$ cat src/hbrg_pkg.sv
// Functional notes
// - base changes only after full ordered key sequence
// - key one 0x40 to interrupt select opens
// - first base write is held, not applied
// - key two 0x80 to interrupt select arms
// - second base write relocates all decoding if it repeats the first
// - host first writes 0x00 to hold core
// - host may skip hold if still reset
// - 0x10 to control opens code RAM, core held
// - relocation clears interrupt selection; host rewrites
// - soft base kept until hardware reset
// - any segment value with low two bits zero is a usable base
// - base bits 7:2 map address 19:14, low zero
// - hardware reset loads base from four straps
package hbrg_pkg;
   // host-visible register offsets relative to base
   localparam logic [13:0] HBRG_OFS_CTRL = 14'h0000;
   localparam logic [13:0] HBRG_OFS_IRQ = 14'h0001;
   localparam logic [13:0] HBRG_OFS_SEG = 14'h0002;
   // key and command values
   localparam logic [7:0] HBRG_KEY_OPEN = 8'h40;
   localparam logic [7:0] HBRG_KEY_ARM = 8'h80;
   localparam logic [7:0] HBRG_CTRL_HOLD = 8'h00;
   localparam logic [7:0] HBRG_CTRL_CODE = 8'h10;
   localparam logic [7:0] HBRG_ZERO = 8'h00;
   localparam logic [1:0] HBRG_SEG_LOW = 2'h0;
   localparam int HBRG_SEG_LSB = 2;
   // controller APB registers (byte addresses)
   localparam logic [7:0] HBRG_APB_CMD = 8'h00;
   localparam logic [7:0] HBRG_APB_STAT = 8'h04;
   localparam logic [7:0] HBRG_APB_RDATA = 8'h08;
   // command word fields
   localparam int HBRG_CMD_GO = 31;
   localparam int HBRG_CMD_RELOC = 30;
   localparam int HBRG_CMD_WR = 29;
   // strap to segment table, 16 entries
   localparam logic [7:0] HBRG_STRAP_SEG [16] = '{
      8'hC8, 8'hCC, 8'hD0, 8'hD4, 8'hD8, 8'hDC, 8'hE0, 8'hE4,
      8'hE8, 8'hEC, 8'hA8, 8'hAC, 8'hB0, 8'hB4, 8'hBC, 8'hC0};
   // sequence states
   typedef enum logic [2:0] {
      HBRG_IDLE = 3'b001,
      HBRG_OPENED = 3'b010,
      HBRG_ARMED = 3'b100
   } hbrg_seq_t;
   // controller states
   typedef enum logic [2:0] {
      HBRG_C_IDLE = 3'b001,
      HBRG_C_BUS = 3'b010,
      HBRG_C_DONE = 3'b100
   } hbrg_ctl_t;
endpackage

$ cat src/hbrg_if.sv
`timescale 1ns/1ns
`default_nettype none
// host memory bus between controller and device
interface hbrg_if;
   logic [19:0] addr;
   logic [7:0] wdata;
   logic [7:0] rdata;
   logic wr;
   logic rd;
   modport host (output addr, wdata, wr, rd, input rdata);
   modport dev (input addr, wdata, wr, rd, output rdata);
endinterface
`default_nettype wire

$ cat src/hbrg_host.sv
`timescale 1ns/1ns
`default_nettype none
module hbrg_host (
   // clock and reset
   input wire logic I_CLK,
   input wire logic I_RST_B,
   // apb slave
   input wire logic I_PSEL,
   input wire logic I_PENABLE,
   input wire logic I_PWRITE,
   input wire logic [7:0] I_PADDR,
   input wire logic [31:0] I_PWDATA,
   output logic [31:0] O_PRDATA,
   output logic O_PREADY,
   output logic O_PSLVERR,
   // host bus
   hbrg_if.host bus
);
   hbrg_pkg::hbrg_ctl_t st;
   logic [2:0] step;
   logic [7:0] base, newb, data;
   logic [13:0] ofs;
   logic reloc, wr, done_rd;
   logic [7:0] rd_cap;
   logic [19:0] addr;
   logic [7:0] wdata;
   logic bwr, brd;
   ////////////////////////////////////////////////////////////////
   // apb decode
   wire acc = I_PSEL && I_PENABLE;
   wire go = acc && I_PWRITE && I_PADDR == hbrg_pkg::HBRG_APB_CMD
      && I_PWDATA[hbrg_pkg::HBRG_CMD_GO] && st == hbrg_pkg::HBRG_C_IDLE;
   wire bad = I_PADDR != hbrg_pkg::HBRG_APB_CMD
      && I_PADDR != hbrg_pkg::HBRG_APB_STAT
      && I_PADDR != hbrg_pkg::HBRG_APB_RDATA;
   // relocation steps 0..5: offset and value per step
   wire [13:0] s_ofs = (step == 3'd0 || step == 3'd5)
      ? hbrg_pkg::HBRG_OFS_CTRL
      : (step == 3'd1 || step == 3'd3) ? hbrg_pkg::HBRG_OFS_IRQ
      : hbrg_pkg::HBRG_OFS_SEG;
   wire [7:0] s_val = step == 3'd0 ? hbrg_pkg::HBRG_CTRL_HOLD
      : step == 3'd1 ? hbrg_pkg::HBRG_KEY_OPEN
      : step == 3'd3 ? hbrg_pkg::HBRG_KEY_ARM
      : step == 3'd5 ? hbrg_pkg::HBRG_CTRL_CODE
      : {newb[7:2], hbrg_pkg::HBRG_SEG_LOW};
   wire [7:0] s_base = step == 3'd5 ? newb : base;
   ////////////////////////////////////////////////////////////////
   // sequencer: one bus cycle per step, strictly in order
   always_ff @(posedge I_CLK) begin
      if (!I_RST_B) begin
         st <= hbrg_pkg::HBRG_C_IDLE;
         step <= 3'd0;
         reloc <= 1'b0;
         wr <= 1'b0;
         ofs <= hbrg_pkg::HBRG_OFS_CTRL;
         data <= hbrg_pkg::HBRG_ZERO;
         newb <= hbrg_pkg::HBRG_ZERO;
         bwr <= 1'b0;
         brd <= 1'b0;
         addr <= 20'h00000;
         wdata <= hbrg_pkg::HBRG_ZERO;
      end else begin
         unique case (st)
            hbrg_pkg::HBRG_C_IDLE: begin
               bwr <= 1'b0;
               brd <= 1'b0;
               if (go) begin
                  reloc <= I_PWDATA[hbrg_pkg::HBRG_CMD_RELOC];
                  wr <= I_PWDATA[hbrg_pkg::HBRG_CMD_WR];
                  ofs <= I_PWDATA[21:8];
                  data <= I_PWDATA[7:0];
                  newb <= I_PWDATA[7:0];
                  step <= 3'd0;
                  st <= hbrg_pkg::HBRG_C_BUS;
               end
            end
            hbrg_pkg::HBRG_C_BUS: begin
               // each step is its own write at the then-current base
               addr <= reloc ? {s_base[7:2], s_ofs} : {base[7:2], ofs};
               wdata <= reloc ? s_val : data;
               bwr <= reloc || wr;
               brd <= !reloc && !wr;
               st <= hbrg_pkg::HBRG_C_DONE;
            end
            hbrg_pkg::HBRG_C_DONE: begin
               bwr <= 1'b0;
               brd <= 1'b0;
               if (reloc && step != 3'd5) begin
                  step <= step + 3'd1;
                  st <= hbrg_pkg::HBRG_C_BUS;
               end else begin
                  st <= hbrg_pkg::HBRG_C_IDLE;
               end
            end
         endcase
      end
   end
   ////////////////////////////////////////////////////////////////
   // tracked base and read capture; interrupt select lost on relocate
   always_ff @(posedge I_CLK) begin
      if (!I_RST_B) begin
         base <= hbrg_pkg::HBRG_ZERO;
         rd_cap <= hbrg_pkg::HBRG_ZERO;
         done_rd <= 1'b0;
      end else begin
         if (acc && I_PWRITE && I_PADDR == hbrg_pkg::HBRG_APB_STAT)
            base <= I_PWDATA[7:0]; // software tells strap base
         else if (st == hbrg_pkg::HBRG_C_DONE && reloc && step == 3'd5)
            base <= newb; // host must reselect irq afterwards
         // the device registers its answer; rd_cap takes bus.rdata one edge after the device samples the read
         done_rd <= st == hbrg_pkg::HBRG_C_DONE && !reloc && !wr;
         if (done_rd)
            rd_cap <= bus.rdata;
      end
   end
   ////////////////////////////////////////////////////////////////
   // apb answer: always ready one access cycle
   always_ff @(posedge I_CLK) begin
      if (!I_RST_B) begin
         O_PRDATA <= 32'h00000000;
         O_PREADY <= 1'b0;
         O_PSLVERR <= 1'b0;
      end else begin
         O_PREADY <= I_PSEL && !I_PENABLE;
         O_PSLVERR <= I_PSEL && !I_PENABLE && bad;
         O_PRDATA <= I_PADDR == hbrg_pkg::HBRG_APB_STAT
            ? {23'h000000, st != hbrg_pkg::HBRG_C_IDLE || done_rd, base}
            : I_PADDR == hbrg_pkg::HBRG_APB_RDATA
            ? {24'h000000, rd_cap} : 32'h00000000;
      end
   end
   assign bus.addr = addr;
   assign bus.wdata = wdata;
   assign bus.wr = bwr;
   assign bus.rd = brd;
endmodule
`default_nettype wire

$ cat src/flat_wrapper.sv
// flat-port wrapper written by rule: the top's interface ports become plain ports
module hbrg_host_flat 
  (I_CLK, I_RST_B, I_PSEL, I_PENABLE, I_PWRITE, I_PADDR, I_PWDATA, O_PRDATA, O_PREADY, O_PSLVERR, bus_addr, bus_wdata, bus_wr, bus_rd, bus_rdata);
  hbrg_if bus_i ();
  input wire logic I_CLK;
  input wire logic I_RST_B;
  input wire logic I_PSEL;
  input wire logic I_PENABLE;
  input wire logic I_PWRITE;
  input wire logic [7:0] I_PADDR;
  input wire logic [31:0] I_PWDATA;
  output logic [31:0] O_PRDATA;
  output logic O_PREADY;
  output logic O_PSLVERR;
  output wire logic [$bits(bus_i.addr)-1:0] bus_addr;
  output wire logic [$bits(bus_i.wdata)-1:0] bus_wdata;
  output wire logic [$bits(bus_i.wr)-1:0] bus_wr;
  output wire logic [$bits(bus_i.rd)-1:0] bus_rd;
  input wire logic [$bits(bus_i.rdata)-1:0] bus_rdata;
  assign bus_addr = bus_i.addr;
  assign bus_wdata = bus_i.wdata;
  assign bus_wr = bus_i.wr;
  assign bus_rd = bus_i.rd;
  assign bus_i.rdata = bus_rdata;
  hbrg_host u_core (.I_CLK(I_CLK), .I_RST_B(I_RST_B), .I_PSEL(I_PSEL), .I_PENABLE(I_PENABLE), .I_PWRITE(I_PWRITE), .I_PADDR(I_PADDR), .I_PWDATA(I_PWDATA), .O_PRDATA(O_PRDATA), .O_PREADY(O_PREADY), .O_PSLVERR(O_PSLVERR), .bus(bus_i));
endmodule
$ cat config.mk
export PLATFORM = sky130hd
export DESIGN_NAME = hbrg_host_flat
export DESIGN_NICKNAME = d
export VERILOG_FILES = /design/src/hbrg_pkg.sv /design/src/hbrg_if.sv /design/src/hbrg_host.sv /design/src/flat_wrapper.sv
export SDC_FILE = /design/constraint.sdc
export NUM_CORES = 1
export LEC_CHECK = 0
export BUFFER_PORTS_ARGS = -buffer_cell sky130_fd_sc_hd__buf_2
export CORE_ASPECT_RATIO = 2
export CORE_UTILIZATION = 29
export DETAILED_ROUTE_END_ITERATION = 7
export PLACE_DENSITY = 0.55
export SLEW_MARGIN = 25
export SYNTH_ARGS = -nofsm -noshare
export SYNTH_HDL_FRONTEND = slang
export SYNTH_SLANG_ARGS = --single-unit
export TNS_END_PERCENT = 100
$ cat constraint.sdc
create_clock -name I_CLK -period 5.3 [get_ports I_CLK]
set_clock_uncertainty 0.05 [all_clocks]
set_input_delay 0 -clock I_CLK [delete_from_list [all_inputs] [get_ports I_CLK]]
set_output_delay 0 -clock I_CLK [all_outputs]
set_load 0.02 [all_outputs]
[Word level (Yosys, flattened, before mapping)]
Index checks and enable logic that the tools add are counted.
Storage, ports and cells
  register bits: 111
  input bits: 53
  output and inout bits: 64
  logic and storage cells: 86
Operators by class
  $add $sub $neg: 1
  eq/ne operators: 14
  multiplexer cells: 21
  bitwise operators: 1
  reduce and logical (&&, ||, !) cells: 32
Operator list (count)
  $mux W8: 9
  $mux W20: 1
  $logic_and A1 B1 Y1: 16
  $mux W14: 1
  $mux W3: 3
  $mux W9: 1
  $pmux W3 S3: 1
  $eq A8 B3 Y1 const B: 1
  $eq A8 B4 Y1 const B: 1
  $logic_not A8 Y1: 1
  $ne A8 B3 Y1 const B: 1
  $ne A8 B4 Y1 const B: 1
  $reduce_bool A8 Y1: 1
  $eq A3 B1 Y1 const B: 2
  $eq A3 B2 Y1 const B: 2
  $eq A3 B3 Y1 const B: 2
  $pmux W3 S2: 1
  $logic_or A1 B1 Y1: 4
  $mux W2: 2
  $ne A2 B1 Y1 const B: 2
  $pmux W1 S2: 2
  $reduce_bool A2 Y1: 2
  $reduce_or A2 Y1: 2
  $add A3 B1 Y3 const B: 1
  7 further kinds: 9

[Longest topological paths before layout]
Gate-level depths: netlist of run 1.
  depth in word-level cells: 7
  mapped depth: 8

[Least setup slack after synthesis of run 1]
OpenSTA, ideal clock, no wires.
  kind: register to register
  start: reg u_core.step[1]
  end: reg u_core.base[2]
  setup time: 127 ps
  data arrival time: 1510 ps
  required time: 5123 ps
  setup slack: 3613 ps
  stages on the path, launching flop included: 9
  path buffers: 2
  clock period less this slack: 1687 ps
  path through: dfxtp_1 -> inv_1 -> ha_1 -> buf_2 -> nand3_2 -> nand2b_1 -> clkbuf_1 -> mux2i_1 -> a21oi_1
Between the ends
  cells in the longest elaborated chain, start to end: 3
RTL lines
  start: declaration: line hbrg_host.sv:20  | logic [2:0] step;
  start signal: assignment: line hbrg_host.sv:89  | step <= step + 3'd1;
  $eq A3 B3 Y1: line hbrg_host.sv:108  | else if (st == hbrg_pkg::HBRG_C_DONE && reloc && step == 3'd5)
  $logic_and A1 B1 Y1: line hbrg_host.sv:108
  $reduce_bool A2 Y1 (no source line)
  end signal: assignment: line hbrg_host.sv:102  | base <= hbrg_pkg::HBRG_ZERO;
  end signal: assignment: line hbrg_host.sv:107  | base <= I_PWDATA[7:0];
  end signal: assignment: line hbrg_host.sv:109  | base <= newb;
  end: declaration: line hbrg_host.sv:21  | logic [7:0] base, newb, data;
No other way between the ends.
A chain may end at the register's enable or synchronous reset.

[Final worst setup path of run 1]
  start: reg u_core.st[1]
  end: reg u_core.wdata[1], in the netlist u_core.bus.wdata[1]
Between the ends
  cells in the longest elaborated chain, start to end: 1
RTL lines
  start: declaration: line hbrg_host.sv:19  | hbrg_pkg::hbrg_ctl_t st;
  start signal: assignment: line hbrg_host.sv:51  | st <= hbrg_pkg::HBRG_C_IDLE;
  start signal: assignment: line hbrg_host.sv:74  | st <= hbrg_pkg::HBRG_C_BUS;
  start signal: assignment: line hbrg_host.sv:83  | st <= hbrg_pkg::HBRG_C_DONE;
  $eq A3 B2 Y1: line hbrg_host.sv:63  | unique case (st)
  end signal: assignment: line hbrg_host.sv:61  | wdata <= hbrg_pkg::HBRG_ZERO;
  end signal: assignment: line hbrg_host.sv:80  | wdata <= reloc ? s_val : data;
  end: declaration: line hbrg_host.sv:26  | logic [7:0] wdata;
No other way between the ends.

==> results of run 1 <==
==> repair_timing <==
item,in CTS,in global routing
hold buffers,36,0
endpoints found under the hold margin,43,0
setup endpoints to repair,0,0
==> worst max-delay path, delay by kind of cell (launching register included) <==
kind,cells,cell delay [ns]
AOI/OAI and AO/OA,1,0.22
and+or+nand+nor,3,1.43
DFF,1,0.40
==> stage by stage <==
step                instance area [um2]  worst slack [ns]  total power (uW)  hold WS [ns]
floorplan                          3820              3.61               731        0.0330
global placement                   4150              2.90               741         0.135
detailed placement                 4160              3.12               743         0.158
CTS                                4820              3.11              1410        0.0163
global route                       4820              2.94              1450        0.0366
finish                             4820              3.14              1400        0.0205
==> layout by cell type (no fill, tap or decap), drive strengths merged, types with 4 or more instances in the layout <==
| cell | n |
|---|---|
| dfxtp | 88 |
| buf | 87 |
| nand2 | 76 |
| dlygate4sd3 | 36 |
| mux2i | 31 |
| o21ai | 26 |
| conb | 23 |
| a22o | 22 |
| nor2b | 11 |
| nor2 | 10 |
| o211ai | 9 |
| clkbuf | 9 |
| a31oi | 8 |
| nand3 | 7 |
| o211a | 6 |
| inv | 6 |
| a21oi | 5 |
| a21boi | 4 |
| ha | 4 |
| and2 | 4 |
| clkinv | 4 |
==> logic make-up after synthesis <==
logic type,after synthesis,synth area share (%)
mux,31,8.29
other cells,1,0.100
fa+ha+maj,4,1.34
compound gates,92,17.3
xor+xnor,1,0.234
simple gates,125,17.2
flops,88,47.1
buf+inv,53,8.46
==> where the power goes <==
group | internal (uW) | leakage, uW | switching, uW
Combinational | 37.5 | 0.00121 | 47.3
Sequential | 662 | 0.000709 | 0.871
Clock | 370 | 0.000150 | 282
==> state kept, by name, indices dropped and copies added (netlist names) <==
register / flops
u_core.st: 3
u_core.O_PREADY: 1
u_core.rd_cap: 8
u_core.bus.rd: 1
u_core.data: 8
u_core.base: 8
u_core.done_rd: 1
u_core.step: 3
u_core.bus.wr: 1
u_core.wr: 1
u_core.ofs: 14
u_core.bus.wdata: 8
u_core.O_PSLVERR: 1
u_core.reloc: 1
u_core.O_PRDATA: 9
u_core.bus.addr: 20
==> layout make-up <==
type,instances,area (um2),share of cell area [%]
multi-input combinational,276,1760,36.4
inverter,4,15.0,0.311
timing repair buffer,123,798,16.5
clock inverter,7,78.8,1.63
sequential,88,1760,36.5
clock buffer,9,225,4.67
tap,150,188,3.89
==> path summary, 6_finish.rpt <==
path	start	to
worst min register to register	u_core.wr	u_core.bus.rd
worst min-delay path	I_PADDR[6]	u_core.O_PSLVERR
worst max register to register	u_core.st[1]	u_core.bus.wdata[1]
worst max-delay path	u_core.st[1]	u_core.bus.wdata[1]
==> layer usage <==
metal	GRT usage, %	part of all wire [%]	vias to the layer above
met3	3.08	3.3	8
met5	0	0	-
met4	5.74	1.5	0
li1	-	-	1547
met2	28.4	57	69
met1	16.0	39	1454
==> results.yml, run 1 <==
outcome:
  status: "finished clean"
cells_and_area:
  final-instance-count-excl-fill: 657
  fillCellCount: 1288
  num_antenna_cells: 0
  drive_above_1_share_pct: 22.9
  area.growth.synth_to_final_pct: 28.9
  final_net_count: 559
  utilization_pct: 38.4
timing:
  fmaxAchievable_mhz: 463
  totalNegativeSetupSlack_ns: 0
  tightest_slew_ns: 0.831
  timing_max_transition_violations_final: 0
  max_slew_margin_pct: 44.6
  timing.final.crit_share_pct: 40.7
  finalHoldViolations: 0
  setup_viols_final: 0
  period_needed_ns: 2.16
  grt_setup_unrepaired: "no"
clock_tree:
  post_cts_setup_repair_bufs: 0
  post_cts_resized: 0
  cts_made_buffers: 9
  tritoncts: "yes"
  clock_sink_count: 88
  cts_root_buffer: "clkbuf_16"
  clk-insertion-delay-late_ns: 0.34
  htree_levels: 3
  ctsLongestPathBuffers: 2
  clkTransAtPathRegs_ns: 0.07
floorplan:
  die_area_um2: 13400
  top_level_ports: 117
  die_w_um: 82.3
  initial_utilization_pct: 29.8
  coreArea_um2: 12600
  dieHeight_um: 163
  row_count: 58
synth:
  ys_top_cells_by_area: "dfxtp_1 47%, mux2i_1 8.3%, nand2_1 7.5%"
  synthesis.yosys.warnings: 0
  synth-async-reset-ratio_pct: 0
  yosys.cell_count.top_type: "dfxtp_1"
  synth-main-ff-cell: "dfxtp_1"
  post_synth_edffs: 0
  netlist_top_cells_count: "88 x dfxtp_1, 75 x nand2_1, 31 x mux2i_1, 24 x buf_4, 22 x a22o_1"
  postSynthCellCount: 395
  yosys.area.top_type_share_pct: 47.1
  netlist_area_um2: 3740
  synth_cell_types: 49
  synthDominantAreaCellType: "dfxtp_1"
  synth_area_per_cell_um2: 9.47
  seq_area_frac_synth_pct: 47.1
  synth.ff_latch_count: 88
place:
  number_of_buffers_added_on_ports: 86
  place_hpwl_um: 6560
  dp_cells: 605
  gpl.final_weighted_congestion: 0.765
global_routing:
  grt_start_max_net_pins: 90
  first_pass_grt_wire_length_um: 15200
  grt_use_total_pct: 15.2
  grt_overflow_total: 0
  grt_pass1_vias: 3101
  antenna_violations_before_repair: 0
detailed_routing:
  final_wirelength_um: 9260
  detail_route.first_pass.iterations: 4
  drt-initial-drc-count: 154
  viasPerCell: 4.68
  ant_nets: 0
  detail_route.drc_violations: 0
  wl_per_cell_um: 14.1
  detailroute.via_count: 3078
setup_path:
  regToRegSetupSlack_ns: 3.14
  cp-start-kind: "register"
  timing.critical_path.to_type: "register"
  critical_path_required_ns: 5.54
  worstPathArrival_ns: 2.40
  worstPathMaxFanout: 21
  crit_path_top_delay_cell: "nor3b_4"
  crit_chain: "nor3b_4 -> and2_1 -> and2b_1 -> a22o_1"
  critPathMaxStageDelay_ns: 0.68
  worstRegToRegCells: 4
  path_class: "register to register"
worst_hold_path:
  hold_path_depth: 4
  hold_path.class: "primary input to register"
power_and_ir_drop:
  irDropWorstVdd_v: 0.000168
  power-per-cell-area_nw_per_um2: 290
  leak_pwr_uw: 0.00207
flow_run:
  drv_cap: 0
Power figures use the tool's default switching activity.
==> run 2, diff against run 1 <==
==> constraint.sdc (replaced) <==
create_clock -name I_CLK -period 2.1 [get_ports I_CLK]
set_clock_uncertainty 0.05 [all_clocks]
set_input_delay 0 -clock I_CLK [delete_from_list [all_inputs] [get_ports I_CLK]]
set_output_delay 0 -clock I_CLK [all_outputs]
set_load 0.02 [all_outputs]
==> results.yml, run 2 (synthesis results as in run 1) <==
place:
  dp_cells: 610
  number_of_buffers_added_on_ports: 86
  place_hpwl_um: 6890
  place_ws_ns: 0.333
  gpl.final_weighted_congestion: 0.760
cells_and_area:
  num_antenna_cells: 0
  final_common_cell: "dfxtp_1"
  layout_top_registers: "u_core.bus.addr x20, u_core.ofs x14, u_core.O_PRDATA x9"
  drive_above_1_share_pct: 23.6
  area.growth.synth_to_final_pct: 29.4
  utilization_pct: 38.5
  final-instance-count-excl-fill: 663
  largest-register: "u_core.bus.addr"
  largest_register_ffs: 20
  commonest_cells_after_routing_fill_and_taps_aside: "88 x dfxtp_1, 86 x buf_2, 75 x nand2_1"
  final_net_count: 565
clock_tree:
  post_cts_resized: 0
  tritoncts: "yes"
  clkTransAtPathRegs_ns: 0.07
  clk-insertion-delay-late_ns: 0.34
  htree_levels: 3
  cts_root_buffer: "clkbuf_16"
  cts_stage_hold_buffer_count: 37
  cts_made_buffers: 9
  post_cts_setup_repair_bufs: 0
  ctsLongestPathBuffers: 2
  clock_sink_count: 88
detailed_routing:
  final_wirelength_um: 9300
  viasPerCell: 4.68
  detail_route.drc_violations: 0
  wl_per_cell_um: 14.0
  detailroute.via_count: 3102
  ant_nets: 0
  detail_route.first_pass.iterations: 4
  drt-initial-drc-count: 123
floorplan:
  die_w_um: 82.3
  die_area_um2: 13400
  coreArea_um2: 12600
  initial_utilization_pct: 29.8
  row_count: 58
  top_level_ports: 117
  dieHeight_um: 163
global_routing:
  first_pass_grt_wire_length_um: 14700
  grt_start_max_net_pins: 43
  grt_overflow_total: 0
  grt_pass1_vias: 2983
  grt_use_total_pct: 14.8
  antenna_violations_before_repair: 0
worst_hold_path:
  worst_hold_startpoint: "I_PADDR[6]"
  hold_path.class: "primary input to register"
  hold_path_depth: 4
  timing.hold.worst_endpoint: "u_core.O_PSLVERR"
setup_path:
  path_class: "primary input to register"
  worstReg2RegStart: "u_core.step[1]"
  regToRegSetupSlack_ns: 0.31
  reg2reg_to: "u_core.step[2]"
  worstPathMaxFanout: 19
  worstRegToRegCells: 5
  cp-start-kind: "primary input"
  critical_path_required_ns: 2.32
  timing.critical_path.to_type: "register"
  worstPathArrival_ns: 2.07
outcome:
  status: "finished clean"
timing:
  totalNegativeSetupSlack_ns: 0
  max_slew_margin_pct: 62.4
  finalHoldViolations: 0
  timing.final.crit_share_pct: 87.9
  grt_setup_unrepaired: "no"
  tightest_slew_ns: 0.561
  setup_viols_final: 0
  timing_max_transition_violations_final: 0
  fmaxAchievable_mhz: 542
  period_needed_ns: 1.85
  setup_slack_ns: 0.255
flow_run:
  drv_cap: 0
power_and_ir_drop:
  irDropWorstVdd_v: 0.000503
  design_power_total_uw: 3390
  leak_pwr_uw: 0.00209
  power-per-cell-area_nw_per_um2: 701
[run 2: metrics by stage]
stage	hold WS (ns)	area, um2
after global routing	0.0505	4840
after CTS	0.0204	4840
final	0.0288	4840
after floorplan	0.0330	3820
after global placement	0.134	4190
after detailed placement	0.151	4190
[run 2: worst max path at each step]
| stage | from | to | slack [ns] | cells past startpoint |
|---|---|---|---|---|
| finish | I_PADDR[3] | u_core.ofs[6] | 0.25 | 6 |
| global route | I_PADDR[3] | u_core.ofs[6] | 0.09 | 6 |
| CTS | I_PADDR[3] | u_core.ofs[6] | 0.21 | 6 |
| detailed placement | u_core.step[1] | u_core.step[2] | 0.33 | 5 |
| global placement | u_core.step[1] | u_core.base[2] | 0.44 | 6 |
| floorplan | u_core.step[1] | u_core.base[2] | 0.41 | 8 |
[run 2: metal layers]
| metal | wire length [um] | global-route usage, % | share of wire [%] | vias up |
|---|---|---|---|---|
| li1 | - | - | - | 1556 |
| met1 | 3450 | 14.7 | 37 | 1457 |
| met2 | 5300 | 28.2 | 57 | 76 |
| met3 | 355 | 3.14 | 3.8 | 13 |
| met4 | 198 | 6.30 | 2.1 | 0 |
| met5 | 0 | 0 | 0 | - |
[run 2: worst max-delay path: stages]
cell and delay, ns:
dlygate4sd3_1 0.53, buf_2 0.16, nor3b_1 0.35, nand4_4 0.31, nor2_8 0.46, mux2i_1 0.24
[run 2: cell type report]
class | instances | area, um2
Timing Repair Buffer | 129 | 846
Fill cell | 1305 | 7710
Sequential cell | 88 | 1760
Tap cell | 150 | 188
Clock inverter | 7 | 53.8
Inverter | 4 | 15.0
Multi-Input combinational cell | 276 | 1750
Clock buffer | 9 | 225
[run 2: where the power goes]
group	switching, uW	internal [uW]	total, uW
sequential	2.05	1670	1670
clock	691	812	1500
combinational	120	97.6	218
